**src/common/mhc_pkg.sv**
```systemverilog
// Constants and types shared by the modem host register block.
package mhc_pkg;
    // ==========================================================
    // Register addresses
    localparam logic [7:0] MHC_ADDR_TX_WORD = 8'hE3;
    localparam logic [7:0] MHC_ADDR_TX_SPECIAL = 8'hE4;
    localparam logic [7:0] MHC_ADDR_RX_WORD = 8'hE5;
    localparam logic [7:0] MHC_ADDR_AM_CMD = 8'hEA;
    // ==========================================================
    // Mode register field values
    localparam logic [3:0] MHC_MODE_QAM_AUTO = 4'hF;
    localparam logic [2:0] MHC_FMT_OFF = 3'h0;
    localparam logic [2:0] MHC_FMT_SPECIAL = 3'h7;
    localparam logic [2:0] MHC_SUB_SYNC = 3'h7;
    localparam logic [2:0] MHC_SUB_HDLC = 3'h6;
    localparam logic [3:0] MHC_MIN_DATA_BITS = 4'h5;
    localparam logic [3:0] MHC_FULL_BITS = 4'h8;
    // ==========================================================
    // Automodem command fields
    localparam int MHC_CMD_F_POS = 5;
    localparam int MHC_CMD_HI = 4;
    localparam int MHC_CMD_LO = 3;
    localparam logic [2:0] MHC_RATE_V22_MAX = 3'h1;
    localparam logic [3:0] MHC_RATE_LINK_BASE = 4'h8;
    localparam logic [15:0] MHC_RESET_WORD = 16'h0000;
    typedef enum logic [2:0] {
        MHC_AC_NONE = 3'h0,
        MHC_AC_STOP = 3'h1,
        MHC_AC_RETRAIN = 3'h2,
        MHC_AC_CALL = 3'h3,
        MHC_AC_ANSWER = 3'h4,
        MHC_AC_RENEG = 3'h5
    } mhc_cmd_t;
    // ==========================================================
    // Bit timing
    localparam int MHC_CLK_HZ = 250000000;
    localparam int MHC_MAX_BPS = 14400;
    localparam int MHC_BIT_DIV = MHC_CLK_HZ / MHC_MAX_BPS;
    typedef enum logic [2:0] {
        MHC_SER_IDLE = 3'h0,
        MHC_SER_START = 3'h1,
        MHC_SER_DATA = 3'h3,
        MHC_SER_PAR = 3'h2,
        MHC_SER_STOP = 3'h6
    } mhc_ser_t;
endpackage

```
**src/logic/mhc_tx_ser.sv**
```systemverilog
// Transmit character serialiser for synchronous and start-stop framing.
`timescale 1ns/1ps
module mhc_tx_ser
    import mhc_pkg::*;
(
    input wire logic clk_sys,
    input wire logic rst_n,
    input wire logic bit_en,
    input wire logic char_valid,
    input wire logic [7:0] char_data,
    input wire logic char_ovs,
    input wire logic start_stop,
    input wire logic [3:0] data_bits,
    input wire logic parity_en,
    input wire logic parity_odd,
    input wire logic two_stop,
    output logic char_take,
    output logic tx_bit,
    output logic tx_busy
);
    typedef struct packed {
        mhc_ser_t st;
        logic [7:0] sh;
        logic [3:0] cnt;
        logic par;
        logic [1:0] stops;
        logic take;
        logic bit_out;
    } mhc_ser_state_t;

    mhc_ser_state_t cur_ff;
    mhc_ser_state_t nxt_ff;

    always_comb begin
        nxt_ff = cur_ff;
        nxt_ff.take = 1'b0;
        case (cur_ff.st)
            MHC_SER_IDLE: begin
                nxt_ff.bit_out = 1'b1;
                if (bit_en && char_valid && !cur_ff.take) begin
                    nxt_ff.take = 1'b1;
                    nxt_ff.sh = char_data;
                    nxt_ff.par = parity_odd;
                    nxt_ff.stops = (two_stop ? 2'd2 : 2'd1)
                        - {1'b0, char_ovs};
                    if (start_stop) begin
                        nxt_ff.bit_out = 1'b0;
                        nxt_ff.cnt = data_bits;
                        nxt_ff.st = MHC_SER_START;
                    end else begin
                        nxt_ff.bit_out = char_data[0];
                        nxt_ff.sh = {1'b0, char_data[7:1]};
                        nxt_ff.cnt = MHC_FULL_BITS - 4'd1;
                        nxt_ff.st = MHC_SER_DATA;
                    end
                end
            end
            MHC_SER_START, MHC_SER_DATA: begin
                if (bit_en) begin
                    if (cur_ff.cnt == 4'd0) begin
                        nxt_ff.bit_out = start_stop ? cur_ff.par : 1'b1;
                        nxt_ff.st = (start_stop && parity_en) ?
                            MHC_SER_PAR : MHC_SER_STOP;
                        if (!start_stop) begin
                            nxt_ff.st = MHC_SER_IDLE;
                        end else if (!parity_en) begin
                            nxt_ff.bit_out = 1'b1;
                        end
                    end else begin
                        nxt_ff.bit_out = cur_ff.sh[0];
                        nxt_ff.par = cur_ff.par ^ cur_ff.sh[0];
                        nxt_ff.sh = {1'b0, cur_ff.sh[7:1]};
                        nxt_ff.cnt = cur_ff.cnt - 4'd1;
                        nxt_ff.st = MHC_SER_DATA;
                    end
                end
            end
            MHC_SER_PAR: begin
                if (bit_en) begin
                    nxt_ff.bit_out = 1'b1;
                    nxt_ff.st = MHC_SER_STOP;
                end
            end
            MHC_SER_STOP: begin
                if (bit_en) begin
                    if (cur_ff.stops <= 2'd1) begin
                        nxt_ff.st = MHC_SER_IDLE;
                    end else begin
                        nxt_ff.stops = cur_ff.stops - 2'd1;
                    end
                end
            end
            default: begin
                nxt_ff.st = MHC_SER_IDLE;
            end
        endcase
    end

    always_ff @(posedge clk_sys or negedge rst_n) begin
        if (!rst_n) begin
            cur_ff <= '{st: MHC_SER_IDLE, bit_out: 1'b1, default: '0};
        end else begin
            cur_ff <= nxt_ff;
        end
    end

    assign char_take = cur_ff.take;
    assign tx_bit = cur_ff.bit_out;
    assign tx_busy = (cur_ff.st != MHC_SER_IDLE);
endmodule

```
**src/logic/mhc_host_regs.sv**
```systemverilog
// Host command and data registers of the line modem.
`timescale 1ns/1ps
// What this block does
// - Commands ignored unless both mode registers select QAM automodem.
// - Decode bits 5..0: stop, retrain, call, answer, re-negotiate, bitrate.
// - Low-speed protocols: fast flag in answer start suppresses answer tone.
// - High-speed protocols: fast flag selects quick echo-canceller training.
// - Bitrate field caps negotiated rate, 111 is 14400 down to 000 1200.
// - Start command runs full start-up alone and reports events.
// - Connected link shows rate as status code 1000 to 1111.
// - Remote retrain or re-negotiation answered alone, progress reported.
// - General control bit 10 selects one-byte or two-byte transmit width.
// - Synchronous and HDLC send all eight bits, bit 0 first.
// - Start-stop sends configured data bits LSB first, adds framing.
// - One-byte mode: start-stop secondary address writes send one stop bit in place of two; no change with one stop bit set.
// - Two-byte mode: secondary address sends one character, no overspeed.
// - Receive width change takes effect only after reset.
// - Synchronous and HDLC receive: earliest bit in bit 0, latest bit 7.
// - Start-stop receive: data bits from bit 0, unused bits zero.
// - HDLC receive delivers check sequence right after last data character.
module mhc_host_regs
    import mhc_pkg::*;
#(
    parameter logic [15:0] BIT_DIV = 16'(MHC_BIT_DIV)
)(
    input wire logic clk_sys,
    input wire logic rst_n,
    input wire logic reg_wr,
    input wire logic reg_rd,
    input wire logic [7:0] reg_addr,
    input wire logic [15:0] reg_wdata,
    input wire logic ctl_two_byte,
    input wire logic [3:0] tx_mode_sel,
    input wire logic [3:0] rx_mode_sel,
    input wire logic prog_flag,
    input wire logic [2:0] tx_fmt,
    input wire logic [2:0] tx_sub,
    input wire logic tx_two_stop,
    input wire logic tx_parity_odd,
    input wire logic [2:0] rx_fmt,
    input wire logic [2:0] rx_sub,
    input wire logic rx_bit,
    input wire logic rx_bit_en,
    input wire logic rx_fcs_in,
    input wire logic eng_evt,
    input wire logic [3:0] eng_evt_code,
    input wire logic eng_link_up,
    input wire logic [2:0] eng_rate,
    input wire logic rem_retrain_req,
    input wire logic rem_reneg_req,
    output logic [15:0] reg_rdata,
    output logic am_cmd_pulse,
    output logic [2:0] am_cmd,
    output logic [2:0] am_max_rate,
    output logic am_no_ans_tone,
    output logic am_fast_ec,
    output logic am_auto_resp,
    output logic [3:0] am_status,
    output logic am_status_evt,
    output logic tx_ready,
    output logic tx_line,
    output logic rx_ready,
    output logic rx_is_fcs,
    output logic rx_overrun
);
    // ==========================================================
    // State
    typedef struct packed {
        logic [15:0] rdata;
        logic cmd_pulse;
        logic [2:0] cmd;
        logic [2:0] max_rate;
        logic no_ans_tone;
        logic fast_ec;
        logic auto_resp;
        logic [3:0] status;
        logic status_evt;
        logic rx_two;
        logic rx_two_set;
        logic [15:0] tx_hold;
        logic [1:0] tx_cnt;
        logic tx_ovs;
        logic [15:0] div;
        logic bit_en;
        logic [7:0] rx_sh;
        logic [3:0] rx_cnt;
        logic [15:0] rx_word;
        logic rx_half;
        logic rx_ready;
        logic rx_fcs;
        logic rx_ovr;
        logic tx_line;
    } mhc_state_t;

    mhc_state_t cur_ff;
    mhc_state_t nxt_ff;

    logic ser_take;
    logic ser_bit;
    logic ser_busy;
    logic tx_ss;
    logic [3:0] tx_nbits;
    logic [3:0] rx_nbits;
    logic rx_on;
    logic [7:0] rx_char;
    logic rx_done;
    logic auto_ok;
    logic [2:0] dec;

    // ==========================================================
    // Helpers
    function automatic logic [3:0] data_bits(input logic [2:0] fmt,
                                             input logic [2:0] sub);
        if (fmt == MHC_FMT_SPECIAL) begin
            data_bits = MHC_FULL_BITS;
        end else begin
            data_bits = MHC_MIN_DATA_BITS + {2'b00, sub[2:1]};
        end
    endfunction

    function automatic logic [2:0] cmd_decode(input logic [5:0] w);
        if (w == 6'h00) begin
            cmd_decode = MHC_AC_STOP;
        end else begin
            case ({w[MHC_CMD_F_POS], w[MHC_CMD_HI:MHC_CMD_LO]})
                3'b001, 3'b101: cmd_decode = MHC_AC_RETRAIN;
                3'b010, 3'b110: cmd_decode = MHC_AC_CALL;
                3'b011, 3'b111: cmd_decode = MHC_AC_ANSWER;
                3'b100: cmd_decode = MHC_AC_RENEG;
                default: cmd_decode = MHC_AC_NONE;
            endcase
        end
    endfunction

    assign tx_ss = (tx_fmt != MHC_FMT_SPECIAL);
    assign tx_nbits = data_bits(tx_fmt, tx_sub);
    assign rx_nbits = data_bits(rx_fmt, rx_sub);
    assign rx_on = (rx_fmt != MHC_FMT_OFF) && rx_bit_en;
    assign rx_done = rx_on && (cur_ff.rx_cnt == rx_nbits - 4'd1);
    assign auto_ok = (tx_mode_sel == MHC_MODE_QAM_AUTO)
        && (rx_mode_sel == MHC_MODE_QAM_AUTO);
    assign dec = cmd_decode(reg_wdata[5:0]);

    always_comb begin
        rx_char = cur_ff.rx_sh;
        rx_char[cur_ff.rx_cnt[2:0]] = rx_bit;
    end

    always_comb begin
        nxt_ff = cur_ff;
        nxt_ff.cmd_pulse = 1'b0;
        nxt_ff.auto_resp = 1'b0;
        nxt_ff.status_evt = 1'b0;
        nxt_ff.tx_line = ser_bit;

        // ======================================================
        // Receive width latch
        if (!cur_ff.rx_two_set) begin
            nxt_ff.rx_two = ctl_two_byte;
            nxt_ff.rx_two_set = 1'b1;
        end

        // ======================================================
        // Bit-rate divider
        nxt_ff.bit_en = 1'b0;
        if (cur_ff.div == 16'h0000) begin
            nxt_ff.div = BIT_DIV - 16'h0001;
            nxt_ff.bit_en = 1'b1;
        end else begin
            nxt_ff.div = cur_ff.div - 16'h0001;
        end

        // ======================================================
        // Automodem command register
        if (reg_wr && reg_addr == MHC_ADDR_AM_CMD && auto_ok
            && dec != MHC_AC_NONE) begin
            nxt_ff.cmd_pulse = 1'b1;
            nxt_ff.cmd = dec;
            if (dec != MHC_AC_STOP) begin
                nxt_ff.max_rate = reg_wdata[2:0];
                nxt_ff.no_ans_tone = reg_wdata[MHC_CMD_F_POS]
                    && dec == MHC_AC_ANSWER
                    && reg_wdata[2:0] <= MHC_RATE_V22_MAX;
                nxt_ff.fast_ec = reg_wdata[MHC_CMD_F_POS]
                    && reg_wdata[2:0] > MHC_RATE_V22_MAX;
            end
        end

        // ======================================================
        // Requests from the remote modem are answered without the host
        if (rem_retrain_req || rem_reneg_req) begin
            nxt_ff.auto_resp = 1'b1;
        end

        // ======================================================
        // Automodem status
        if (eng_evt) begin
            nxt_ff.status = eng_evt_code;
            nxt_ff.status_evt = 1'b1;
        end
        if (eng_link_up) begin
            nxt_ff.status = MHC_RATE_LINK_BASE
                | {1'b0, eng_rate};
            nxt_ff.status_evt = 1'b1;
        end

        // ======================================================
        // Transmit holding register
        if (ser_take && cur_ff.tx_cnt != 2'd0) begin
            nxt_ff.tx_hold = {cur_ff.tx_hold[7:0], 8'h00};
            nxt_ff.tx_cnt = cur_ff.tx_cnt - 2'd1;
            nxt_ff.tx_ovs = 1'b0;
        end
        if (reg_wr && reg_addr == MHC_ADDR_TX_WORD) begin
            if (ctl_two_byte) begin
                nxt_ff.tx_hold = reg_wdata;
                nxt_ff.tx_cnt = 2'd2;
            end else begin
                nxt_ff.tx_hold = {reg_wdata[7:0], 8'h00};
                nxt_ff.tx_cnt = 2'd1;
            end
            nxt_ff.tx_ovs = 1'b0;
        end
        if (reg_wr && reg_addr == MHC_ADDR_TX_SPECIAL) begin
            nxt_ff.tx_hold = {reg_wdata[7:0], 8'h00};
            nxt_ff.tx_cnt = 2'd1;
            nxt_ff.tx_ovs = !ctl_two_byte && tx_ss;
        end

        // ======================================================
        // Receive character assembly
        if (rx_on) begin
            if (rx_done) begin
                nxt_ff.rx_sh = 8'h00;
                nxt_ff.rx_cnt = 4'd0;
            end else begin
                nxt_ff.rx_sh = rx_char;
                nxt_ff.rx_cnt = cur_ff.rx_cnt + 4'd1;
            end
        end
        if (reg_rd && reg_addr == MHC_ADDR_RX_WORD) begin
            nxt_ff.rdata = cur_ff.rx_word;
            nxt_ff.rx_ready = 1'b0;
        end else if (reg_rd) begin
            nxt_ff.rdata = MHC_RESET_WORD;
        end
        if (rx_done) begin
            // Check-sequence bytes flow through like data bytes.
            nxt_ff.rx_fcs = rx_fcs_in;
            if (cur_ff.rx_two && !cur_ff.rx_half) begin
                nxt_ff.rx_word = {rx_char, 8'h00};
                nxt_ff.rx_half = 1'b1;
            end else begin
                if (cur_ff.rx_two) begin
                    nxt_ff.rx_word = {cur_ff.rx_word[15:8], rx_char};
                end else begin
                    nxt_ff.rx_word = {8'h00, rx_char};
                end
                nxt_ff.rx_half = 1'b0;
                nxt_ff.rx_ovr = cur_ff.rx_ovr || (cur_ff.rx_ready
                    && !(reg_rd && reg_addr == MHC_ADDR_RX_WORD));
                nxt_ff.rx_ready = 1'b1;
            end
        end
    end

    always_ff @(posedge clk_sys or negedge rst_n) begin
        if (!rst_n) begin
            cur_ff <= '{tx_line: 1'b1, default: '0};
        end else begin
            cur_ff <= nxt_ff;
        end
    end

    // ==========================================================
    // Transmit serialiser
    mhc_tx_ser u_ser (
        .clk_sys(clk_sys),
        .rst_n(rst_n),
        .bit_en(cur_ff.bit_en),
        .char_valid(cur_ff.tx_cnt != 2'd0),
        .char_data(cur_ff.tx_hold[15:8]),
        .char_ovs(cur_ff.tx_ovs),
        .start_stop(tx_ss),
        .data_bits(tx_nbits),
        .parity_en(tx_sub[0]),
        .parity_odd(tx_parity_odd),
        .two_stop(tx_two_stop),
        .char_take(ser_take),
        .tx_bit(ser_bit),
        .tx_busy(ser_busy)
    );

    assign reg_rdata = cur_ff.rdata;
    assign am_cmd_pulse = cur_ff.cmd_pulse;
    assign am_cmd = cur_ff.cmd;
    assign am_max_rate = cur_ff.max_rate;
    assign am_no_ans_tone = cur_ff.no_ans_tone;
    assign am_fast_ec = cur_ff.fast_ec;
    assign am_auto_resp = cur_ff.auto_resp;
    assign am_status = cur_ff.status;
    assign am_status_evt = cur_ff.status_evt;
    assign tx_ready = (cur_ff.tx_cnt == 2'd0);
    assign tx_line = cur_ff.tx_line;
    assign rx_ready = cur_ff.rx_ready;
    assign rx_is_fcs = cur_ff.rx_fcs;
    assign rx_overrun = cur_ff.rx_ovr;
endmodule

```
**config.mk**
```make
export PLATFORM = sky130hd
export DESIGN_NAME = mhc_host_regs
export DESIGN_NICKNAME = d
export VERILOG_FILES = /design/src/common/mhc_pkg.sv /design/src/logic/mhc_tx_ser.sv /design/src/logic/mhc_host_regs.sv
export SDC_FILE = /design/constraint.sdc
export NUM_CORES = 1
export LEC_CHECK = 0
export CORE_ASPECT_RATIO = 1.4
export CORE_MARGIN = 1
export CORE_UTILIZATION = 58
export CTS_CLUSTER_DIAMETER = 200
export DETAILED_ROUTE_END_ITERATION = 8
export DONT_BUFFER_PORTS = 1
export HOLD_SLACK_MARGIN = 0.05
export PLACE_DENSITY = 0.72
export SYNTH_ARGS = -nofsm -noshare
export SYNTH_HDL_FRONTEND = slang
export SYNTH_HIERARCHICAL = 1
export SYNTH_SLANG_ARGS = --single-unit
```
**constraint.sdc**
```tcl
create_clock -name clk_sys -period 2 [get_ports clk_sys]
set_input_delay 0.1 -clock clk_sys [delete_from_list [all_inputs] [get_ports clk_sys]]
set_output_delay 0.1 -clock clk_sys [all_outputs]
set_load 0.03 [all_outputs]
```
== Word-level counts from Yosys, hierarchy flattened ==
Index checks and enable logic that the tools add are counted.

* Register bits after elaboration: 122
* Bits of input ports: 66
* Output and inout port bits: 36
* Word-level logic and storage cells: 184

* Add/sub/neg operators: 9
* $lt $le $gt $ge: 5
* Equal/unequal tests: 31
* Muxes and demuxes: 54
* Bitwise gates (word level): 2
* Reduce and logical (&&, ||, !) cells: 51

{| class="wikitable"
|+ Operator list
! operator !! number
|-
| two-way mux 16 bit || 5
|-
| two-way mux 19 bit || 3
|-
| == test 8 bit (second input constant) || 4
|-
| one-hot mux 13 bit (2 select lines) || 1
|-
| == test 3 bit (second input constant) || 8
|-
| two-way mux 3 bit || 8
|-
| one-hot mux 3 bit (4 select lines) || 2
|-
| logical AND 1 bit || 20
|-
| two-way mux 20 bit || 1
|-
| two-way mux 18 bit || 1
|-
| two-way mux 17 bit || 1
|-
| zero test 16 bit || 1
|-
| subtractor 16 x 1 -> 16 bit (second input constant) || 1
|-
| two-way mux 5 bit || 3
|-
| two-way mux 1 bit || 14
|-
| two-way mux 13 bit || 1
|-
| == test 3 x 2 -> 1 bit (second input constant) || 4
|-
| two-way mux 12 bit || 1
|-
| two-way mux 4 bit || 3
|-
| nonzero test 3 bit || 4
|-
| != test 2 bit (second input constant) || 5
|-
| nonzero test 2 bit || 5
|-
| two-way mux 9 bit || 1
|-
| adder 3 x 2 -> 4 bit (first input constant) || 2
|-
| 34 further kinds || 53
|}

== Depth between registers and ports, before layout ==
Gate-level depths: netlist of the first run.

* Depth in word-level cells: 9
* Gate-level depth with buffers: 10
* Depth with buffers taken out: 8

== Hierarchy ==
Netlist of the first run, hierarchy kept.

{| class="wikitable"
|+ By module, submodules not included
! module !! instances !! cells each !! area an instance (um^2) !! sequential area each (um^2)
|-
| mhc_host_regs || 1 || 486 || 5056.1 || 2553.7
|-
| mhc_tx_ser || 1 || 144 || 1355.0 || 501.7
|}

== Worst setup path after synthesis of the first run ==
OpenSTA, ideal clock, no wires.

* Path type: input-to-reg
* Start point: input port rx_sub[1]
* End point: register cur_ff[5] in the netlist's numbering
* Library setup time: 0.125 ns
* Arrival time: 2.006 ns
* Required time: 1.875 ns
* Slack: -0.130 ns
* Stages on the path: 10
* Buffers on the path: 2
* Path through: ha_1 nand2_1 ha_1 xor2_1 nand2_1 nor3b_1 and2_1 buf_2 buf_4 mux2_2

* Longest elaborated chain between the ends: 5

{| class="wikitable"
|+ Ends and longest elaborated chain
! item !! RTL line !! source
|-
| from (decl) || mhc_host_regs.sv:41 || <nowiki>input wire logic [2:0] rx_sub,</nowiki>
|-
| adder 3 x 2 -> 4 bit || mhc_host_regs.sv:117 || <nowiki>data_bits = MHC_MIN_DATA_BITS + {2'b00, sub[2:1]};</nowiki>
|-
| two-way mux 4 bit || mhc_host_regs.sv:114 || <nowiki>if (fmt == MHC_FMT_SPECIAL) begin</nowiki>
|-
| subtractor 4 x 1 -> 4 bit || mhc_host_regs.sv:139 || <nowiki>assign rx_done = rx_on && (cur_ff.rx_cnt == rx_nbits - 4'd1);</nowiki>
|-
| == test 4 bit || mhc_host_regs.sv:139 ||
|-
| logical AND 1 bit || mhc_host_regs.sv:139 ||
|-
| to (signal assigned) || mhc_host_regs.sv:271 || <nowiki>cur_ff <= nxt_ff;</nowiki>
|-
| to (decl) || mhc_host_regs.sv:95 || <nowiki>mhc_state_t cur_ff;</nowiki>
|}

No other way between the ends.
A chain may end at the register's enable or synchronous reset.

== Final worst setup path of the first run ==
* Start point: input port rx_mode_sel[1]
* End point: register cur_ff, in the netlist am_cmd[2]

* Longest elaborated chain between the ends: 4

{| class="wikitable"
|+ Ends and longest elaborated chain
! item !! RTL line !! source
|-
| from (decl) || mhc_host_regs.sv:34 || <nowiki>input wire logic [3:0] rx_mode_sel,</nowiki>
|-
| == test 4 bit || mhc_host_regs.sv:141 || <nowiki>&& (rx_mode_sel == MHC_MODE_QAM_AUTO);</nowiki>
|-
| logical AND 1 bit || mhc_host_regs.sv:141 ||
|-
| logical AND 1 bit || mhc_host_regs.sv:175 || <nowiki>if (reg_wr && reg_addr == MHC_ADDR_AM_CMD && auto_ok</nowiki>
|-
| logical AND 1 bit || mhc_host_regs.sv:176 || <nowiki>&& dec != MHC_AC_NONE) begin</nowiki>
|}

No other way between the ends.

==> key figures, run 1 <==
Run status
  – Status: finished, violations left
  – Failing checks: hold timing

Clock network
  – CTS sink count: 122
  – Cts bufs inserted: 17
  – TritonCTS clock tree: built
  – CTS Buffer Depth: 2
  – Hold_buf cts: 41
  – Worst-Skew Late Latency: 0.42 ns
  – H-tree Lvls: 4
  – Post-CTS setup buffers: 0
  – CTS clock-pin slew for the worst setup and hold paths: 0.06 ns
  – Clock root cell: clkbuf_16

Synthesis
  – Async S/R FF share, synth: 100%
  – Syn_nets: 709
  – Mapped Area: 6410 um^2
  – Post-synth top area share: 46.8%
  – Most instantiated library cell after synthesis: dfrtp_1
  – Mapped Cells: 630
  – Most area-consuming cells after synthesis: dfrtp_1 47%, nand2_1 3.3%, buf_4 3.2%
  – Yosys top cell by area: dfrtp_1
  – Distinct cells, synth: 75
  – Register area share after synthesis: 47.7%
  – Post-synth EDFFs: 0
  – Ys flop type: dfrtp_1
  – Commonest cells in the netlist: 120 x dfrtp_1, 56 x nand2_1, 44 x nor2_1
  – Number of synthesis warnings: 6
  – Synth Register Bits: 122
  – Synthesized area per cell: 10.2 um^2

GRT
  – Initial antenna violation count: 0
  – Remaining global-route overflow: 0
  – GR Util All Layers: 25.8%
  – Largest net degree at the start of global routing: 123
  – First-pass GRT wire length: 23600 um
  – Vias in the first global route: 5026

Placement
  – GPL Wtd Cong: 0.834
  – DP Worst Slack: 0.0208 ns
  – Placed wire-length estimate: 9010 um
  – Input/output buffers: 0

Hold path
  – Hold Path Class: in2async

Die
  – Initial cell density of the core: 59.3%
  – Die X: 90.9 um
  – I/O pin count: 102
  – Die footprint: 11500 um^2
  – Die height: 126 um
  – Row count: 45
  – Core area: 10800 um^2

Routing
  – DR iter-0 viols: 306
  – Vias per std cell: 5.88
  – DRC: 0
  – Routed WL: 13900 um
  – DRT antenna net count: 0
  – Detailed Routing Iterations Pass 1: 7
  – Routed vias: 4795
  – Wire per inst: 17.1 um

Pwr
  – Power Dens Cells: 973 nW/um^2
  – Leak pwr: 0.00328 uW
  – Peak supply drop: 0.576 mV

Layout
  – Area growth, synth to finish: 16.5%
  – Fraction of layout cells with a size suffix above 1: 18.2%
  – Final #Nets: 740
  – N_diodes: 0
  – Fillcell total: 818

Timing
  – Slew headroom: 58.4%
  – FMAX: 519 MHz
  – Unrepaired setup endpoints after global routing: true
  – Min Hold Slack: -0.625 ns
  – Worst Slack Setup Final: 0.0745 ns
  – Actual slew at the worst max-slew pin: 0.621 ns
  – # setup viols final: 0
  – TNS Setup: 0 ns
  – Crit path time final: 1.93 ns
  – Hold Violations, Final: 122
  – Fin crit share: 96.3%
  – Slew Viols, Final: 0
  – Setup Skew: 0.0162 ns

Setup path
  – Critical path capture point type: register
  – CP Launch Type: input port
  – Crit Reg-Reg Startpoint: cur_ff[38]$_DFF_PN0_
  – WP data arrival: 2.23 ns
  – Worst-path fanout max: 4
  – Reg2Reg Depth: 6
  – RR Endpoint: cur_ff[43]$_DFF_PN0_
  – Setup CP Type: in2reg
  – Required time of the critical path: 2.30 ns
  – Flop-to-flop setup slack: 0.08 ns

Job
  – Max Cap Viol: 0
## how the worst max path moves through the flow
stage	from	endpoint	slack [ns]
finish	rx_mode_sel[1]	am_cmd[2]$_DFFE_PN0P_	0.07
global route	rx_mode_sel[1]	am_cmd[0]$_DFFE_PN0P_	-0.04
CTS	cur_ff[38]$_DFF_PN0_	cur_ff[43]$_DFF_PN0_	0.02
detailed placement	rx_sub[1]	cur_ff[9]$_DFFE_PN0P_	0.02
global placement	rx_sub[1]	cur_ff[9]$_DFFE_PN0P_	0.08
floorplan	rx_sub[1]	cur_ff[5]$_DFFE_PN0P_	0.005
## sequential cells by signal, indices dropped and copies added, names as in the netlist
name,cells
am_max_rate,3
am_cmd,3
am_status_evt,1
am_auto_resp,1
am_fast_ec,1
rx_is_fcs,1
am_no_ans_tone,1
reg_rdata,16
rx_overrun,1
am_cmd_pulse,1
tx_line,1
u_ser/char_take,1
cur_ff,67
u_ser/cur_ff,18
rx_ready,1
am_status,4
u_ser/tx_bit,1
## logic make-up after synthesis
family | Yosys count | share of synthesized area, %
AOI/OAI and AO/OA | 140 | 15.8
xor gates and xnor gates | 18 | 2.46
adders and majority gates | 13 | 2.54
buffers and inverters | 95 | 8.39
DFF | 122 | 47.7
muxes | 36 | 6.01
other | 1 | 0.0585
and+or+nand+nor | 205 | 17.1
## what timing repair did
| item | CTS | global route |
|---|---|---|
| endpoints found under the hold margin | 195 | 122 |
| endpoints found under the setup margin | 0 | 18 |
| gates resized for setup | 0 | 3 |
## per-layer routing
layer	vias to the layer above	track usage (%)	part of all wire, %	routed length (um)
li1	2264	-	-	-
met1	2342	30.2	41	5700
met2	153	44.2	51	7110
met3	36	6.53	5.1	711
met4	0	12.4	3.0	417
met5	-	0	0	0
## placed cells by master (no fill, tap or decap), types with 11 or more instances in the layout
master / Yosys / final
mux2_2: 16 / 16
dlygate4sd3_1: 0 / 41
clkbuf_16: 0 / 17
mux2i_1: 19 / 19
dfrtp_1: 120 / 120
nand3_1: 12 / 12
buf_4: 27 / 25
o21ai_0: 33 / 33
nor2_1: 44 / 44
a21oi_1: 15 / 15
nor3_1: 13 / 13
inv_1: 39 / 39
xnor2_1: 12 / 12
ha_1: 13 / 13
o31ai_1: 13 / 12
nand2_1: 56 / 56
nor2_2: 14 / 14
a22o_1: 11 / 11
## where the power goes
group | internal [uW] | total [uW] | switching [uW]
sequential | 2790 | 3090 | 300
combinational | 527 | 1040 | 516
clock | 1990 | 3130 | 1140
## worst max-delay path, cell delays in order
cell and delay (ns):
dlygate4sd3_1 0.53, nand4b_1 0.14, dlygate4sd3_1 0.58, or4_1 0.57, o21ai_0 0.22, nand2_1 0.08
## cell type report
cell class	instances	area [um^2]	area share (%)
multi-input combinational	413	2840	38.0
timing repair buffer	67	618	8.28
clock inverter	14	174	2.33
clock buffer	18	439	5.88
inverter	40	163	2.18
tap	141	176	2.36
sequential	122	3060	40.9
## stage by stage
| stage | hold slack, ns | total power, uW | utilization (%) | cells | instance area [um^2] |
|---|---|---|---|---|---|
| after floorplan | -0.196 | 3820 | - | 630 | 6420 |
| after global placement | -0.191 | 4010 | 59.5 | 742 | 6430 |
| after detailed placement | -0.191 | 4070 | 59.5 | 742 | 6430 |
| after CTS | -0.631 | 7290 | 68.9 | 815 | 7450 |
| after global routing | -0.641 | 7550 | 69.1 | 815 | 7470 |
| final | -0.625 | 7260 | 69.1 | 815 | 7470 |
Power figures use the tool's default switching activity.
==> inputs of run 2 (changes only) <==
--- a/config.mk
+++ b/config.mk
@@ -11,6 +11,7 @@
 export CTS_CLUSTER_DIAMETER = 200
 export DETAILED_ROUTE_END_ITERATION = 8
 export DONT_BUFFER_PORTS = 1
+export GPL_TIMING_DRIVEN = 0
 export HOLD_SLACK_MARGIN = 0.05
 export PLACE_DENSITY = 0.72
 export SYNTH_ARGS = -nofsm -noshare
==> key figures, run 2 (synthesis results as in run 1) <==
Layout
  – Most common cell after layout, fill and taps aside: dfrtp_1
  – Fillcell total: 788
  – Non-filler cells, final: 855
  – Final #Nets: 781
  – Post-layout util: 72.0%
  – Largest register FFs: 67
  – Most frequent cells in the layout: 120 x dfrtp_1, 55 x nand2_1, 43 x nor2_1, 42 x dlygate4sd3_1, 39 x inv_1
  – Most flops, register: cur_ff
  – Cell area after layout: 7780 um^2
  – Fraction of layout cells with a size suffix above 1: 21.6%
  – Area growth, synth to finish: 21.4%
  – N_diodes: 0

Timing
  – Actual slew at the worst max-slew pin: 1.29 ns
  – Worst Slack Setup Final: -0.00220 ns
  – Fin crit share: 100%
  – Slew Viols, Final: 0
  – Crit path time final: 2.00 ns
  – FMAX: 499 MHz
  – Slew headroom: 13.6%
  – TNS Setup: -0.00220 ns
  – Min Hold Slack: -0.624 ns
  – Setup Skew: 0.00682 ns
  – # setup viols final: 1
  – Hold Violations, Final: 122

Run status
  – Failing checks: hold timing, setup timing
  – Status: finished, violations left

Clock network
  – CTS Buffer Depth: 2
  – Hold_buf cts: 42
  – Cts bufs inserted: 17
  – CTS sink count: 122
  – Worst-Skew Late Latency: 0.42 ns
  – H-tree Lvls: 4
  – CTS clock-pin slew for the worst setup and hold paths: 0.06 ns
  – Clock root cell: clkbuf_16
  – TritonCTS clock tree: built

Die
  – I/O pin count: 102
  – Die height: 126 um
  – Core area: 10800 um^2
  – Die footprint: 11500 um^2
  – Die X: 90.9 um
  – Row count: 45
  – Initial cell density of the core: 59.3%

Setup path
  – CP Launch Type: register
  – Worst-path fanout max: 2
  – WP data arrival: 2.30 ns
  – Required time of the critical path: 2.30 ns
  – Setup CP Type: reg2reg
  – Critical path capture point type: register

Routing
  – Detailed Routing Iterations Pass 1: 5
  – Vias per std cell: 5.83
  – DR iter-0 viols: 266
  – DRT antenna net count: 0
  – DRC: 0
  – Routed WL: 14900 um
  – Wire per inst: 17.5 um
  – Routed vias: 4984

Pwr
  – Power Dens Cells: 938 nW/um^2
  – Power, Total: 7300 uW
  – Leak pwr: 0.00345 uW
  – Peak supply drop: 0.639 mV

GRT
  – Initial antenna violation count: 0
  – Vias in the first global route: 5174
  – Largest net degree at the start of global routing: 123
  – Remaining global-route overflow: 0
  – First-pass GRT wire length: 24500 um
  – GR Util All Layers: 27.0%

Placement
  – Placed inst area: 6610 um^2
  – Input/output buffers: 0
  – Placed wire-length estimate: 9540 um
  – GPL Wtd Cong: 0.851
  – Placed cell count: 772

Hold path
  – Hold Path Class: in2async

Job
  – Max Cap Viol: 0
-- run 2: cell types whose count changed in the layout (fill, tap and decap cells not counted), moves of 2 or more --
cell	change
clkbuf_1	+10
clkinvlp_4	-2
buf_2	+5
clkinv_4	+2
clkbuf_4	+2
buf_4	+13
buf_6	+6
-- run 2: final cells by class --
class	instances	area, um^2	share of cell area, %
inverters	40	155	1.99
clock inverters	13	171	2.20
multi-input cells	413	2860	36.8
repair buffers	55	538	6.91
clock buffers	18	439	5.64
well taps	141	176	2.27
flip-flops and latches	122	3060	39.2
plain buffers	53	387	4.97
-- run 2: where the power goes --
| group | internal, uW | switching (uW) | total [uW] |
|---|---|---|---|
| combinational | 526 | 584 | 1110 |
| clock | 1990 | 1140 | 3130 |
| sequential | 2790 | 272 | 3060 |
-- run 2: repair_timing --
action | 4_1_cts | 5_1_grt
endpoints found under the setup margin | 40 | 39
resized for setup | 7 | 9
endpoints found under the hold margin | 168 | 122
pin swaps | 5 | 1
setup buffers | 8 | 3
gates cloned | 0 | 1
-- run 2: per-layer routing --
layer | share of wire (%) | track usage (%) | wire length [um]
met5 | 0 | 0 | 0
met4 | 2.0 | 10.3 | 301
met3 | 4.8 | 6.29 | 711
met2 | 52 | 47.5 | 7840
met1 | 41 | 32.0 | 6090
-- run 2: path summary, 6_finish.rpt --
path,slack (ns),cells after the start,endpoint,start
setup / recovery,-0.002,6,cur_ff[46]$_DFF_PN0_,cur_ff[41]$_DFF_PN0_
hold / removal,-0.62,0,cur_ff[23]$_DFFE_PN0P_,rst_n
setup reg to reg,-0.002,6,cur_ff[46]$_DFF_PN0_,cur_ff[41]$_DFF_PN0_
hold reg to reg,0.37,0,tx_line$_DFF_PN1_,u_ser/tx_bit$_DFFE_PN1P_
max in group asynchronous,2.38,0,u_ser/tx_bit$_DFFE_PN1P_,rst_n
min in group clk_sys,0.07,3,cur_ff[52]$_DFFE_PN0P_,ctl_two_byte
-- run 2: worst max-delay path, stage by stage (launching register included) --
cell and delay [ns]:
dfrtp_1 0.39, or4_4 0.57, nor3_4 0.17, buf_4 0.15, nor4b_1 0.34, xnor2_1 0.19
nor2_1 0.06
-- run 2: per-stage QoR --
step / hold WS [ns] / worst slack, ns
floorplan: -0.196 / 0.00468
global placement: -0.193 / -0.287
detailed placement: -0.192 / -0.285
CTS: -0.634 / -0.0113
global route: -0.643 / -0.125
finish: -0.624 / -0.00220
